$ cat src/verilog/fhp_map.svh
`ifndef FHP_MAP_SVH
`define FHP_MAP_SVH

// timing
`define FHP_CLK_PERIOD_NS 4
`define FHP_STEP_UNIT_NS 1000000
`define FHP_STEP_PULSE_NS 1000
`define FHP_STEP_PULSE_CYC ((`FHP_STEP_PULSE_NS + `FHP_CLK_PERIOD_NS - 1) / `FHP_CLK_PERIOD_NS)
`define FHP_SRT_BASE 5'h10
`define FHP_RECAL_MAX_STEPS 7'h4f
`define FHP_INDEX_LIMIT 2'h2

// register byte offsets
`define FHP_OFS_CMD 8'h00
`define FHP_OFS_STATUS 8'h04
`define FHP_OFS_RESULT 8'h08
`define FHP_OFS_ID 8'h0c
`define FHP_OFS_IDSTAT 8'h10
`define FHP_OFS_CONFIG 8'h14
`define FHP_OFS_FMT 8'h18
`define FHP_OFS_PCN 8'h1c

// command opcodes
`define FHP_OP_SPECIFY 4'h3
`define FHP_OP_RECAL 4'h7
`define FHP_OP_SENSE 4'h8
`define FHP_OP_READ_ID 4'ha
`define FHP_OP_SEEK 4'hf

// interrupt codes and status bits
`define FHP_IC_NORMAL 2'h0
`define FHP_IC_ABNORMAL 2'h1
`define FHP_IC_INVALID 2'h2
`define FHP_ST1_MARK_ABSENT 8'h01

// reset values
`define FHP_SRT_RST 4'h8
`define FHP_GAP_RST 8'h1b

`endif

$ cat src/verilog/fhp_pkg.sv
package fhp_pkg;

  typedef enum logic [2:0] {
    FHP_DRV_IDLE = 3'b001,
    FHP_DRV_CHECK = 3'b010,
    FHP_DRV_STEP = 3'b100
  } fhp_drv_state_t;

  typedef struct packed {
    fhp_drv_state_t state;
    logic [7:0] present_cylinder;
    logic [7:0] target_cylinder;
    logic recal;
    logic [6:0] steps;
    logic [19:0] unitCnt;
    logic [4:0] unitsLeft;
    logic [8:0] pulseCnt;
    logic done;
    logic eqc;
    logic step;
    logic dir;
  } fhp_drv_regs_t;

  typedef struct packed {
    logic ack;
    logic [31:0] datOut;
    logic [3:0] tzS1;
    logic [3:0] tzS2;
    logic [3:0] tzS3;
    logic [3:0] tzLvl;
    logic ixS1;
    logic ixS2;
    logic ixS3;
    logic ixLvl;
    logic [3:0] step_rate_time;
    logic lowPower;
    logic clearPos;
    logic [7:0] gap;
    logic [3:0] fmtIdx;
    logic [7:0] tgt;
    logic [3:0] startSeek;
    logic [3:0] startRecal;
    logic [3:0][7:0] driveSt0;
    logic [3:0] intPend;
    logic [7:0] senseSt0;
    logic [7:0] sensePcn;
    logic ridActive;
    logic [1:0] ridIxCnt;
    logic ridIrq;
    logic [1:0] ridDrive;
    logic ridHead;
    logic [7:0] idC;
    logic [7:0] idH;
    logic [7:0] idR;
    logic [7:0] idN;
    logic [7:0] ridSt0;
    logic [7:0] ridSt1;
    logic irq;
  } fhp_top_regs_t;

endpackage

$ cat src/verilog/fhp_top.sv
`timescale 1ns/10ps
`include "fhp_map.svh"

module fhp_top #(
  parameter int STEP_UNIT_CYC = (`FHP_STEP_UNIT_NS + `FHP_CLK_PERIOD_NS - 1) / `FHP_CLK_PERIOD_NS
) (
  input wire logic mclk,
  input wire logic rst,
  input wire logic cyc_i,
  input wire logic stb_i,
  input wire logic we_i,
  input wire logic [7:0] adr_i,
  input wire logic [3:0] sel_i,
  input wire logic [31:0] dat_i,
  output logic [31:0] dat_o,
  output logic ack_o,
  input wire logic [3:0] trackZeroIn,
  input wire logic indexPulseIn,
  input wire logic idValid,
  input wire logic [7:0] idCyl,
  input wire logic [7:0] idHead,
  input wire logic [7:0] idSector,
  input wire logic [7:0] idSize,
  output logic [3:0] stepOut,
  output logic [3:0] dirOut,
  output logic fdcIrq
);

  fhp_pkg::fhp_top_regs_t r_reg;
  fhp_pkg::fhp_top_regs_t r_next;
  logic [3:0][7:0] presentCyl;
  logic [3:0] doneStrobe;
  logic [3:0] equipFault;
  logic [3:0] driveActive;

  function automatic logic [1:0] fhpLowest(input logic [3:0] pend);
    logic [1:0] idx;
    idx = 2'h0;
    for (int i = 3; i >= 0; i--) begin
      if (pend[i]) begin
        idx = 2'(i);
      end
    end
    return idx;
  endfunction

  // returns {fill byte, byte count}; data field length left to the sector size
  function automatic logic [15:0] fhpFmtField(input logic [3:0] idx, input logic [7:0] gapLen);
    logic [15:0] f;
    f = 16'h0000;
    unique case (idx)
      4'h0: f = 16'h4e50;
      4'h1: f = 16'h000c;
      4'h2: f = 16'hc203;
      4'h3: f = 16'h4e32;
      4'h4: f = 16'h000c;
      4'h5: f = 16'ha103;
      4'h6: f = 16'h0006;
      4'h7: f = 16'h4e16;
      4'h8: f = 16'h000c;
      4'h9: f = 16'ha103;
      4'ha: f = 16'h0000;
      4'hb: f = 16'h0002;
      4'hc: f = {8'h4e, gapLen};
      4'hd: f = 16'h4e00;
      default: f = 16'h0000;
    endcase
    return f;
  endfunction

  always_comb begin
    logic hit;
    logic [3:0] op;
    logic [1:0] drv;
    logic [1:0] pick;
    logic [15:0] fmt;
    hit = cyc_i & stb_i & ~r_reg.ack;
    op = dat_i[3:0];
    drv = dat_i[5:4];
    pick = fhpLowest(r_reg.intPend);
    fmt = fhpFmtField(r_reg.fmtIdx, r_reg.gap);
    r_next = r_reg;
    r_next.startSeek = 4'h0;
    r_next.startRecal = 4'h0;
    r_next.clearPos = 1'b0;

    // a change counts only once the second and third stages agree
    r_next.tzS1 = trackZeroIn;
    r_next.tzS2 = r_reg.tzS1;
    r_next.tzS3 = r_reg.tzS2;
    r_next.tzLvl = (~(r_reg.tzS2 ^ r_reg.tzS3) & r_reg.tzS3) | ((r_reg.tzS2 ^ r_reg.tzS3) & r_reg.tzLvl);
    r_next.ixS1 = indexPulseIn;
    r_next.ixS2 = r_reg.ixS1;
    r_next.ixS3 = r_reg.ixS2;
    if (r_reg.ixS2 == r_reg.ixS3) begin
      r_next.ixLvl = r_reg.ixS3;
    end

    r_next.ack = hit;
    if (hit && we_i) begin
      if (adr_i == `FHP_OFS_CMD && sel_i[0] && !r_reg.lowPower) begin
        unique case (op)
          `FHP_OP_SPECIFY: begin
            r_next.step_rate_time = dat_i[11:8];
          end
          `FHP_OP_SEEK: begin
            if (!driveActive[drv] && !r_reg.ridActive) begin
              r_next.tgt = dat_i[15:8];
              r_next.startSeek[drv] = 1'b1;
            end
          end
          `FHP_OP_RECAL: begin
            if (!driveActive[drv] && !r_reg.ridActive) begin
              r_next.startRecal[drv] = 1'b1;
            end
          end
          `FHP_OP_READ_ID: begin
            if (!r_reg.ridActive) begin
              r_next.ridActive = 1'b1;
              r_next.ridIxCnt = 2'h0;
              r_next.ridDrive = drv;
              r_next.ridHead = dat_i[6];
            end
          end
          `FHP_OP_SENSE: begin
            if (|r_reg.intPend) begin
              r_next.senseSt0 = r_reg.driveSt0[pick];
              r_next.sensePcn = presentCyl[pick];
              r_next.intPend[pick] = 1'b0;
            end else begin
              r_next.senseSt0 = {`FHP_IC_INVALID, 6'h00};
              r_next.sensePcn = 8'h00;
            end
          end
          default: begin
          end
        endcase
      end
      if (adr_i == `FHP_OFS_CONFIG) begin
        if (sel_i[0]) begin
          r_next.step_rate_time = dat_i[3:0];
          r_next.lowPower = dat_i[4];
          if (r_reg.lowPower && !dat_i[4]) begin
            r_next.clearPos = 1'b1;
            r_next.driveSt0 = '0;
            r_next.senseSt0 = 8'h00;
            r_next.sensePcn = 8'h00;
            r_next.ridSt0 = 8'h00;
            r_next.ridSt1 = 8'h00;
          end
        end
        if (sel_i[1]) begin
          r_next.gap = dat_i[15:8];
        end
      end
      if (adr_i == `FHP_OFS_FMT && sel_i[0]) begin
        r_next.fmtIdx = dat_i[3:0];
      end
    end

    if (hit && !we_i) begin
      unique case (adr_i)
        `FHP_OFS_CMD,
        `FHP_OFS_STATUS: r_next.datOut = {19'h00000, r_reg.lowPower, r_reg.intPend, driveActive, 2'h0,
                                           r_reg.irq, r_reg.ridActive};
        `FHP_OFS_RESULT: r_next.datOut = {16'h0000, r_reg.sensePcn, r_reg.senseSt0};
        `FHP_OFS_ID: begin
          r_next.datOut = {r_reg.idN, r_reg.idR, r_reg.idH, r_reg.idC};
          r_next.ridIrq = 1'b0;
        end
        `FHP_OFS_IDSTAT: r_next.datOut = {16'h0000, r_reg.ridSt1, r_reg.ridSt0};
        `FHP_OFS_CONFIG: r_next.datOut = {16'h0000, r_reg.gap, 3'h0, r_reg.lowPower, r_reg.step_rate_time};
        `FHP_OFS_FMT: r_next.datOut = {8'h00, fmt, 4'h0, r_reg.fmtIdx};
        `FHP_OFS_PCN: r_next.datOut = {presentCyl[3], presentCyl[2], presentCyl[1], presentCyl[0]};
        default: r_next.datOut = 32'h00000000;
      endcase
    end

    // completion events come after the clears so a same-cycle set wins
    for (int d = 0; d < 4; d++) begin
      if (doneStrobe[d]) begin
        r_next.driveSt0[d] = {`FHP_IC_NORMAL, 1'b1, equipFault[d], 1'b0, 1'b0, 2'(d)};
        r_next.intPend[d] = 1'b1;
      end
    end

    if (r_reg.ridActive) begin
      if (idValid) begin
        r_next.idC = idCyl;
        r_next.idH = idHead;
        r_next.idR = idSector;
        r_next.idN = idSize;
        r_next.ridSt0 = {`FHP_IC_NORMAL, 3'h0, r_reg.ridHead, r_reg.ridDrive};
        r_next.ridSt1 = 8'h00;
        r_next.ridActive = 1'b0;
        r_next.ridIrq = 1'b1;
      end else if (r_next.ixLvl && !r_reg.ixLvl) begin
        if (r_reg.ridIxCnt == `FHP_INDEX_LIMIT - 2'h1) begin
          r_next.ridSt0 = {`FHP_IC_ABNORMAL, 3'h0, r_reg.ridHead, r_reg.ridDrive};
          r_next.ridSt1 = `FHP_ST1_MARK_ABSENT;
          r_next.ridActive = 1'b0;
          r_next.ridIrq = 1'b1;
        end else begin
          r_next.ridIxCnt = r_reg.ridIxCnt + 2'h1;
        end
      end
    end

    r_next.irq = (|r_next.intPend) | r_next.ridIrq;
  end

  always_ff @(posedge mclk) begin
    if (rst) begin
      r_reg <= '{step_rate_time: `FHP_SRT_RST, gap: `FHP_GAP_RST, default: '0};
    end else begin
      r_reg <= r_next;
    end
  end

  // one positioner per drive so all four can step at once
  for (genvar g = 0; g < 4; g++) begin : gDrive
    fhp_drive_pos #(
      .STEP_UNIT_CYC(STEP_UNIT_CYC)
    ) uDrive (
      .mclk(mclk),
      .rst(rst),
      .startSeek(r_reg.startSeek[g]),
      .startRecal(r_reg.startRecal[g]),
      .targetCyl(r_reg.tgt),
      .stepRate(r_reg.step_rate_time),
      .trackZero(r_reg.tzLvl[g]),
      .clearPos(r_reg.clearPos),
      .presentCyl(presentCyl[g]),
      .doneStrobe(doneStrobe[g]),
      .equipFault(equipFault[g]),
      .active(driveActive[g]),
      .stepOut(stepOut[g]),
      .dirOut(dirOut[g])
    );
  end

  assign dat_o = r_reg.datOut;
  assign ack_o = r_reg.ack;
  assign fdcIrq = r_reg.irq;

endmodule

$ cat src/verilog/fhp_drive_pos.sv
`timescale 1ns/10ps
`include "fhp_map.svh"

module fhp_drive_pos #(
  parameter int STEP_UNIT_CYC = 250000
) (
  input wire logic mclk,
  input wire logic rst,
  input wire logic startSeek,
  input wire logic startRecal,
  input wire logic [7:0] targetCyl,
  input wire logic [3:0] stepRate,
  input wire logic trackZero,
  input wire logic clearPos,
  output logic [7:0] presentCyl,
  output logic doneStrobe,
  output logic equipFault,
  output logic active,
  output logic stepOut,
  output logic dirOut
);

  fhp_pkg::fhp_drv_regs_t r_reg;
  fhp_pkg::fhp_drv_regs_t r_next;

  always_comb begin
    r_next = r_reg;
    r_next.done = 1'b0;
    if (clearPos) begin
      r_next.present_cylinder = 8'h00;
    end
    unique case (r_reg.state)
      fhp_pkg::FHP_DRV_IDLE: begin
        if (startRecal) begin
          r_next.recal = 1'b1;
          r_next.present_cylinder = 8'h00;
          r_next.steps = 7'h00;
          r_next.eqc = 1'b0;
          r_next.state = fhp_pkg::FHP_DRV_CHECK;
        end else if (startSeek) begin
          r_next.recal = 1'b0;
          r_next.target_cylinder = targetCyl;
          r_next.eqc = 1'b0;
          r_next.state = fhp_pkg::FHP_DRV_CHECK;
        end
      end
      fhp_pkg::FHP_DRV_CHECK: begin
        r_next.state = fhp_pkg::FHP_DRV_STEP;
        r_next.step = 1'b1;
        r_next.pulseCnt = 9'(`FHP_STEP_PULSE_CYC - 1);
        r_next.unitCnt = 20'(STEP_UNIT_CYC - 1);
        r_next.unitsLeft = `FHP_SRT_BASE - {1'b0, stepRate};
        if (r_reg.recal) begin
          r_next.dir = 1'b0;
          if (trackZero) begin
            r_next.step = 1'b0;
            r_next.done = 1'b1;
            r_next.state = fhp_pkg::FHP_DRV_IDLE;
          end else if (r_reg.steps == `FHP_RECAL_MAX_STEPS) begin
            r_next.step = 1'b0;
            r_next.done = 1'b1;
            r_next.eqc = 1'b1;
            r_next.state = fhp_pkg::FHP_DRV_IDLE;
          end
        end else if (r_reg.present_cylinder == r_reg.target_cylinder) begin
          r_next.step = 1'b0;
          r_next.done = 1'b1;
          r_next.state = fhp_pkg::FHP_DRV_IDLE;
        end else begin
          r_next.dir = (r_reg.present_cylinder < r_reg.target_cylinder);
        end
      end
      fhp_pkg::FHP_DRV_STEP: begin
        if (r_reg.pulseCnt != 9'h000) begin
          r_next.pulseCnt = r_reg.pulseCnt - 9'h001;
        end else begin
          r_next.step = 1'b0;
        end
        // interval runs from the pulse's leading edge, so pulse width is part of it
        if (r_reg.unitCnt != 20'h00000) begin
          r_next.unitCnt = r_reg.unitCnt - 20'h00001;
        end else begin
          r_next.unitCnt = 20'(STEP_UNIT_CYC - 1);
          r_next.unitsLeft = r_reg.unitsLeft - 5'h01;
          if (r_reg.unitsLeft <= 5'h01) begin
            r_next.step = 1'b0;
            r_next.state = fhp_pkg::FHP_DRV_CHECK;
            if (r_reg.recal) begin
              r_next.steps = r_reg.steps + 7'h01;
            end else if (r_reg.dir) begin
              r_next.present_cylinder = r_reg.present_cylinder + 8'h01;
            end else begin
              r_next.present_cylinder = r_reg.present_cylinder - 8'h01;
            end
          end
        end
      end
      default: begin
        r_next.state = fhp_pkg::FHP_DRV_IDLE;
        r_next.step = 1'b0;
      end
    endcase
  end

  always_ff @(posedge mclk) begin
    if (rst) begin
      r_reg <= '{state: fhp_pkg::FHP_DRV_IDLE, default: '0};
    end else begin
      r_reg <= r_next;
    end
  end

  assign presentCyl = r_reg.present_cylinder;
  assign doneStrobe = r_reg.done;
  assign equipFault = r_reg.eqc;
  assign active = (r_reg.state != fhp_pkg::FHP_DRV_IDLE);
  assign stepOut = r_reg.step;
  assign dirOut = r_reg.dir;

endmodule

$ cat config.mk
export PLATFORM = sky130hd
export DESIGN_NAME = fhp_top
export DESIGN_NICKNAME = d
export VERILOG_FILES = /design/src/verilog/fhp_pkg.sv /design/src/verilog/fhp_top.sv /design/src/verilog/fhp_drive_pos.sv
export VERILOG_INCLUDE_DIRS = /design/src /design/src/verilog
export SDC_FILE = /design/constraint.sdc
export NUM_CORES = 1
export LEC_CHECK = 0
export BUFFER_PORTS_ARGS = -buffer_cell sky130_fd_sc_hd__buf_2
export CORE_ASPECT_RATIO = 2
export CORE_UTILIZATION = 35
export CTS_CLUSTER_SIZE = 12
export DETAILED_ROUTE_END_ITERATION = 10
export PLACE_DENSITY = 0.6
export SYNTH_ARGS = -nofsm -noshare
export SYNTH_HDL_FRONTEND = slang
export SYNTH_SLANG_ARGS = --single-unit
$ cat constraint.sdc
create_clock -name mclk -period 6.7 [get_ports mclk]
set_input_delay 1.34 -clock mclk [delete_from_list [all_inputs] [get_ports mclk]]
set_output_delay 1.34 -clock mclk [all_outputs]
set_load 0.02 [all_outputs]
---- Word level (Yosys, flattened, before mapping) ----
Cells that the tools add are included.
operators by class
  $add $sub $neg .......................... 26
  $lt $le $gt $ge ......................... 12
  equality and inequality tests ........... 90
  multiplexer cells ....................... 230
  bitwise operators ....................... 27
  reduce and logical (&&, ||, !) cells .... 112
operators by type and width
  operator                                                count
  case mux 34 bit (2 select lines)                        4
  case mux 32 bit (7 select lines)                        1
  two-way mux 16 bit                                      12
  case mux 16 bit (10 select lines)                       1
  two-way mux 8 bit                                       19
  two-way mux 7 bit                                       16
  two-way mux 20 bit                                      5
  two-way mux 30 bit                                      3
  two-way mux 11 bit                                      8
  two-way mux 3 bit                                       29
  nonzero test 20 bit                                     4
  subtractor 20 x 1 -> 20 bit (second input constant)     4
  two-way mux 1 bit                                       75
  case mux 8 bit (2 select lines)                         4
  nonzero test 2 bit                                      32
  case mux 7 bit (2 select lines)                         4
  two-way mux 53 bit                                      1
  inequality test 2 x 1 -> 1 bit (second input constant)  24
  AND reduction 5 bit                                     8
  two-way mux 9 bit                                       4
  case mux 3 bit (3 select lines)                         4
  AND reduction 2 bit                                     18
  nonzero test 9 bit                                      4
  subtractor 9 x 1 -> 9 bit (second input constant)       4
  other kinds (55)                                        209
word-level totals
  bits in registers ....................... 435
  output and inout bits ................... 42
  logic and storage cells ................. 582

---- Depth between registers and ports, before layout ----
Gate-level depths: netlist of run 1.
  word-level depth ........................ 22
  mapped depth ............................ 10
  gate-level depth less buffers ........... 9

---- By module ----
A second synthesis of run 1 with hierarchy kept.
unflattened totals
  cell total of the unflattened synthesis .. 2778
  area, all modules ....................... 23055.9 um^2
by module, submodules not included
  module                                 times used  cells an instance  area each (um^2)
  fhp_drive_pos at gDrive[0].uDrive ...  2           483                3870.0
  fhp_top                                1           853                7564.8
  fhp_drive_pos at gDrive[3].uDrive      1           483                3923.8
  fhp_drive_pos at gDrive[2].uDrive      1           476                3827.4

---- Worst setup path before layout of run 1 ----
OpenSTA, ideal clock, no wires.
  kind .................................... in2reg
  from .................................... in adr_i[3]
  to ...................................... reg r_reg[118] (netlist bit)
  setup time .............................. 0.128 ns
  arrival ................................. 3.152 ns
  data required time ...................... 6.572 ns
  slack ................................... 3.420 ns
  stages on the path ...................... 9
  path through ............................ buf_2 -> or4_4 -> or3_1 -> buf_2 -> nor4_2 -> and3_1 -> buf_6 -> mux2i_1 -> nor2_1
between the ends
  word-level cells in the longest chain between the ends .. 4
ends and longest elaborated chain
  what                             RTL line        RTL
  start, declared                  fhp_top.sv:12   input wire logic [7:0] adr_i,
  zero test 8 bit                  -
  logical AND 1 bit (2 in series)  fhp_top.sv:101  if (adr_i == `FHP_OFS_CMD && sel_i[0] && !r_reg.lowPower) begin
  AND reduction 4 bit (no line)    -
  end signal, assigned             fhp_top.sv:216  r_reg <= r_next;
  end, declared                    fhp_top.sv:29   fhp_pkg::fhp_top_regs_t r_reg;
Every way passes these cells.
A chain may end at the register's enable or synchronous reset.

---- Final worst setup path of run 1 ----
  from .................................... in adr_i[3]
  to ...................................... reg r_reg[67] (netlist bit)
between the ends
  word-level cells in the longest chain between the ends .. 7
  elaborated cells between the ends (all ways) .. 8
  classes of those cells .................. eq/ne: 1; mux: 4; reduce/logical: 3
ends and longest elaborated chain
  what                             RTL line        RTL
  zero test 8 bit                  -
  logical AND 1 bit (2 in series)  fhp_top.sv:101
  two-way mux 23 bit               fhp_top.sv:101
  two-way mux 16 bit               fhp_top.sv:143  if (r_reg.lowPower && !dat_i[4]) begin
  two-way mux 16 bit               fhp_top.sv:140  if (sel_i[0]) begin
  two-way mux 16 bit (*)           fhp_top.sv:139  if (adr_i == `FHP_OFS_CONFIG) begin
Every way passes the cells marked *; elsewhere a longest branch is shown, timed or not.

==> qor.txt, run 1 <==
Critical Path Start -> adr_i[3]
Hold buffers post-CTS -> 0
Final WL -> 66900 µm
Vias in the first global route -> 19000
Register bit total from synthesis -> 431
I/O Buffers -> 109
Setup violators final -> 0
Final WS setup -> 3050 ps
MaxCap Viol Count -> 0
Startpoint types -> input pin
Dpl hpwl -> 51300 µm
Io pins -> 129
DP Worst Slack -> 2510 ps
GRT overflow -> 0
Post-CTS sizing -> 0
Pwr Density -> 210 mW/mm²
Minimum clock period -> 3650 ps
Final Max Slew Viols -> 0
Chip height -> 353 µm
CTS sink count -> 431
Crit end category -> flip-flop
DRC viols -> 0
Die ar. -> 0.0626 mm²
Ys Warns -> 0
Sum of negative setup slack -> 0 ps
R2R Setup Slk -> 3880 ps
Fin cells -> 3446
CTS clk-pin slew, worst paths -> 60 ps
Pin count of the biggest net entering global routing -> 93
First-pass GRT wire length -> 103000 µm
Core Box Area -> 0.0609 mm²
Top FF cell, synth -> dfxtp_1
Critical Path Fanout Max -> 19
NumNets Final -> 2823
Synth top area share -> 40.0%
Initial Util -> 35.4%
Die W -> 177 µm
Async set or reset register ratio after synthesis -> 0%
Routed vias -> 19400
Pre-antenna DRT Iters -> 6
Final period util -> 54.4%
DRT antenna net count -> 0
Kind of critical path -> in -> reg
Tightest Pin Transition -> 1200 ps
Core Rows -> 128
Max Fclk -> 274 MHz
Crit path DAT -> 4150 ps
Hold Fails Final Rpt -> 0
Gpl congestion -> 0.940
Initial antenna violation count -> 4
Synth Instances -> 2638
Unrepaired setup endpoints after global routing -> false
Largest cells by area after synthesis -> dfxtp_1 40%, a21oi_1 5.9%, nor2_1 5.4%, nand2_1 5.1%, ha_1 4.7%
Unique masters post-synth -> 94
Initial detailed-routing violation count -> 1270
Skew final -> 14.9 ps
Post-CTS Setup Bufs -> 0
Largest area contributor in the netlist -> dfxtp_1
Count leader, synth -> dfxtp_1
P_leak -> 8.67 nW
H-Tree Depth -> 2
Cell Area, Synth -> 0.0215 mm²
Via/cell ratio -> 5.62
Avg Cell Area, Syn -> 8.17 µm²
Drt wl/cell -> 19.4 µm
R2R depth -> 8
# placed instances -> 3387
Fin area -> 0.0236 mm²
Worst IR drop on VDD -> 0.141 mV
Number of synthesized flops with an enable pin -> 0
Clk buf depth -> 3
Reg2reg end -> gDrive[0].uDrive.r_reg[13]$_SDFFE_PP0P_
Hold Path Class -> reg -> reg
Max reg flops -> 212
Root Buffer -> clkbuf_16
CTS Buf Count -> 42
DP Area -> 0.0225 mm²
Outcome -> finished clean
Critical Path Sink -> r_reg[67]$_SDFFE_PP0P_
GRT Overall Usage -> 21.0%
Post-synth net total -> 2810
Register area share after synthesis -> 40.0%
Post-synth top cells -> 431 x dfxtp_1, 309 x nor2_1, 291 x nand2_1
CP required -> 7200 ps
Worst-Skew Late Latency -> 570 ps
RR Startpoint -> gDrive[0].uDrive.r_reg[18]$_SDFFE_PP0P_
Layout cells sized above 1 -> 8.11%
TritonCTS clock tree -> done
Syn-to-layout area delta -> 9.71%
Slew headroom -> 19.4%
## layout make-up
class / instances / area [µm²]
Fill cell: 6149 / 37200
Multi-Input combinational cell: 1949 / 11800
Sequential cell: 431 / 8630
Clock buffer: 57 / 1180
Tap cell: 780 / 976
Timing Repair Buffer: 125 / 688
Inverter: 102 / 383
Antenna cell: 2 / 5.00
## kinds of logic (layout without fill, tap and decap cells)
logic type	count (synthesis)	after routing	synth area share, %
AND/OR/NAND/NOR	1053	1053	23.9
XOR/XNOR	97	97	3.94
flip-flops	431	431	40.0
buffers and inverters	258	284	5.30
multiplexers	66	66	3.15
adder cells (fa/ha/maj)	85	85	5.08
other	0	2	0
AO/OA/AOI/OAI	648	648	18.5
## worst min-delay path by stage
stage / to / start / depth (start not counted)
after CTS: r_next[152]$_SDFF_PP0_ / r_next[156]$_SDFF_PP0_ / 1
after global routing: r_next[151]$_SDFF_PP0_ / r_next[155]$_SDFF_PP0_ / 1
final: r_next[152]$_SDFF_PP0_ / r_next[156]$_SDFF_PP0_ / 1
after detailed placement: r_next[152]$_SDFF_PP0_ / r_next[156]$_SDFF_PP0_ / 1
after floorplan: r_next[143]$_SDFF_PP0_ / r_next[144]$_SDFF_PP0_ / 1
after global placement: r_next[150]$_SDFF_PP0_ / r_next[154]$_SDFF_PP0_ / 1
## critical path: stages
cell	delay, ps
buf_2	320
nor3_1	90
buf_4	190
and3_1	410
a31oi_1	660
nor2b_1	880
and2_1	240
## through the flow
stage	hold WS (ps)	utilization (%)	power, mW
floorplan	414	-	2.74
global placement	425	36.9	2.81
detailed placement	433	36.9	2.81
CTS	447	38.8	5.01
global route	458	38.8	5.11
finish	440	38.8	4.95
## power breakdown
| part | leakage (nW) | switching, mW | internal (mW) |
|---|---|---|---|
| combinational | 4.62 | 0.124 | 0.0510 |
| sequential | 3.47 | 0.00929 | 2.57 |
| clock | 0.575 | 0.985 | 1.21 |
| total | 8.67 | 1.12 | 3.83 |
## layout by cell type, fill, tap and decap left out, types with 23 or more instances in the layout
cell | synthesis | routed
a211oi_1 | 24 | 24
a21oi_1 | 256 | 256
a221oi_1 | 24 | 24
a22oi_1 | 24 | 24
a31oi_1 | 23 | 23
and2_1 | 28 | 28
and3_1 | 24 | 24
buf_2 | 12 | 108
clkbuf_16 | 0 | 45
dfxtp_1 | 431 | 431
ha_1 | 81 | 81
inv_1 | 101 | 101
mux2i_1 | 60 | 60
nand2_1 | 291 | 291
nand2b_1 | 35 | 35
nand3_1 | 60 | 60
nand4_1 | 26 | 26
nor2_1 | 309 | 309
nor2b_1 | 42 | 42
nor3_1 | 86 | 86
nor4_1 | 32 | 32
o21ai_0 | 140 | 140
xnor2_1 | 48 | 48
xor2_1 | 49 | 49
## metal layers
layer / part of all wire (%) / wire (µm) / GRT usage, %
met5: 0.019 / 13 / 0
met4: 8.1 / 5390 / 16.1
met3: 3.9 / 2630 / 2.45
met2: 53 / 35200 / 39.6
met1: 35 / 23600 / 20.4
Note: power is estimated with default switching activity, not from simulation.
==> inputs of run 2 (changes only) <==
==> constraint.sdc (replaced) <==
create_clock -name mclk -period 3.37 [get_ports mclk]
set_input_delay 0.674 -clock mclk [delete_from_list [all_inputs] [get_ports mclk]]
set_output_delay 0.674 -clock mclk [all_outputs]
set_load 0.02 [all_outputs]
==> run 2 against run 1 <==
Compared with the run above:
- hold slack got worse by 110 ps
- flip-flop and latch count stayed put
- critical path type is now reg -> reg
- die area unchanged
- cell count is 1.1% higher
- sequential share of layout area shrank 0.58 points
- sequential power increased by 99%
- critical path depth is 1 higher
- design area is 1.6% higher
- clock-buffer cell count rose by 2
- clock skew fell by 1.6 ps
- wire length is 3.5% higher
==> qor.txt, run 2 (same netlist as run 1, synthesis figures left out) <==
Outcome -> finished clean
Final Max Slew Viols -> 0 (unchanged)
DRT antenna net count -> 0 (unchanged)
First-pass GRT wire length -> 107000 µm (+4.1%)
CP required -> 3800 ps (-3400 ps)
CP Cell Sequence -> inv_1 -> ha_1 -> or3b_4 -> nor4_4 -> nand3_1 -> o21a_1 -> a221oi_1 -> nor2_1
Hold path cells -> 2 (+1)
Commonest non-fill, non-tap cell in the layout -> dfxtp_1
Root Buffer -> clkbuf_16
Reg2reg end -> gDrive[0].uDrive.r_reg[13]$_SDFFE_PP0P_
Initial detailed-routing violation count -> 1175 (-7.5%)
CTS clk-pin slew, worst paths -> 60 ps (about the same)
Kind of critical path -> reg -> reg
Core Rows -> 128 (unchanged)
Layout cells sized above 1 -> 9.65% (+1.5 points)
CTS Buf Count -> 43 (+2.4%)
Sum of negative setup slack -> 0 ps (unchanged)
Core Box Area -> 0.0609 mm² (unchanged)
Max reg flops -> 212 (unchanged)
Die W -> 177 µm (unchanged)
Most frequent cells in the layout -> 431 x dfxtp_1, 309 x nor2_1, 291 x nand2_1
Hold buffers post-CTS -> 0 (unchanged)
Initial Util -> 35.4% (unchanged)
Critical Path Fanout Max -> 14 (-5)
Pre-antenna DRT Iters -> 5 (-1)
Pwr Density -> 420 mW/mm² (+100%)
Fin cells -> 3485 (+1.1%)
Die ar. -> 0.0626 mm² (unchanged)
R2R depth -> 8 (unchanged)
Vias in the first global route -> 19700 (+3.9%)
Syn-to-layout area delta -> 11.5%
TritonCTS clock tree -> done
I/O Buffers -> 109 (unchanged)
Worst path slowest cell -> nor4_4
Post-CTS Setup Bufs -> 0 (unchanged)
RR Startpoint -> gDrive[0].uDrive.r_reg[18]$_SDFFE_PP0P_
GRT overflow -> 0 (unchanged)
Setup violators final -> 0 (unchanged)
Skew final -> 13.3 ps (-1.63 ps)
Tightest Pin Transition -> 988 ps (-214 ps)
Min-delay src -> trackZeroIn[1]
Final period util -> 82.9%
Minimum clock period -> 2790 ps
Slew headroom -> 33.9% (+14 points)
H-Tree Depth -> 2 (unchanged)
Fin area -> 0.0240 mm² (+1.6%)
Worst IR drop on VDD -> 0.318 mV (+130%)
Hold endpoint -> r_next[155]$_SDFF_PP0_
CTS sink count -> 431 (unchanged)
Max Fclk -> 358 MHz
Chip height -> 353 µm (unchanged)
Hold Path Class -> in -> reg
Initial antenna violation count -> 4 (unchanged)
Via/cell ratio -> 5.62 (about the same)
Max incr delay on CP -> 490 ps (-390 ps)
Clk buf depth -> 3 (unchanged)
Hold Fails Final Rpt -> 0 (unchanged)
R2R Setup Slk -> 580 ps (-3300 ps)
NumNets Final -> 2861 (+1.3%)
Io pins -> 129 (unchanged)
DP Area -> 0.0228 mm² (+1.3%)
GRT Overall Usage -> 21.9% (+0.94 points)
Drt wl/cell -> 19.9 µm (+2.3%)
Gpl congestion -> 0.989 (+5.2%)
Unrepaired setup endpoints after global routing -> false
Routed vias -> 19600 (+1.2%)
Pin count of the biggest net entering global routing -> 62 (-33%)
# placed instances -> 3424 (+1.1%)
Startpoint types -> flip-flop
Post-CTS sizing -> 0 (unchanged)
Final WL -> 69200 µm (+3.5%)
P_leak -> 8.91 nW (+2.8%)
DRC viols -> 0 (unchanged)
Worst-Skew Late Latency -> 570 ps (about the same)
Crit path DAT -> 3230 ps (-920 ps)
MaxCap Viol Count -> 0 (unchanged)
Dpl hpwl -> 52300 µm (+1.9%)
Crit end category -> flip-flop
==> run 2: how the worst max path moves through the flow <==
stage | from | to | slack, ps | cells after the start
after floorplan | adr_i[3] | r_reg[118]$_SDFFE_PP0P_ | 760 | 9
after global placement | adr_i[4] | r_reg[60]$_SDFFE_PP0P_ | 370 | 9
after detailed placement | adr_i[1] | r_reg[60]$_SDFFE_PP0P_ | 360 | 9
after CTS | gDrive[0].uDrive.r_reg[18]$_SDFFE_PP0P_ | gDrive[0].uDrive.r_reg[13]$_SDFFE_PP0P_ | 600 | 8
after global routing | gDrive[0].uDrive.r_reg[18]$_SDFFE_PP0P_ | gDrive[0].uDrive.r_reg[14]$_SDFFE_PP0P_ | 300 | 9
final | gDrive[0].uDrive.r_reg[18]$_SDFFE_PP0P_ | gDrive[0].uDrive.r_reg[13]$_SDFFE_PP0P_ | 580 | 8
==> run 2: final cells by class <==
class / instances / area (µm²)
fill: 6141 / 36800
multi-input combinational: 1949 / 11800
sequential: 431 / 8630
clock buffer: 59 / 1260
timing repair buffer: 162 / 991
tap: 780 / 976
inverter: 102 / 383
clock inverter: 1 / 5.00
antenna: 1 / 2.50
==> run 2: critical path: cells and delay by family, from the launching register on <==
kind                     cells  cell delay (ps)
AO/OA/AOI/OAI                2              790
adder cells (fa/ha/maj)      1              160
buffers and inverters        1               70
flip-flops                   1              340
AND/OR/NAND/NOR              4             1300
==> run 2: through the flow <==
step	hold WS [ps]	worst slack (ps)	total power, mW	util (%)
5_1_grt	340	301	10.4	39.5
4_1_cts	320	597	10.2	39.5
3_3_place_gp	437	369	5.60	37.4
3_5_place_dp	428	363	5.61	37.4
6_report	334	577	10.1	39.5
2_1_floorplan	414	756	5.45	-
==> run 2: report_power, final <==
| group | switching [mW] | internal, mW |
|---|---|---|
| sequential | 0.0189 | 5.11 |
| clock | 2.03 | 2.56 |
| combinational | 0.254 | 0.111 |
| total | 2.30 | 7.78 |
==> run 2: layer usage <==
layer | up-vias | routed length (µm) | share of wire (%) | track usage [%]
met5 | - | 22 | 0.032 | 0
met4 | 4 | 6130 | 8.9 | 17.8
met3 | 238 | 3780 | 5.5 | 3.98
met2 | 598 | 35500 | 51 | 40.3
met1 | 9328 | 23800 | 34 | 20.9
li1 | 9410 | - | - | -
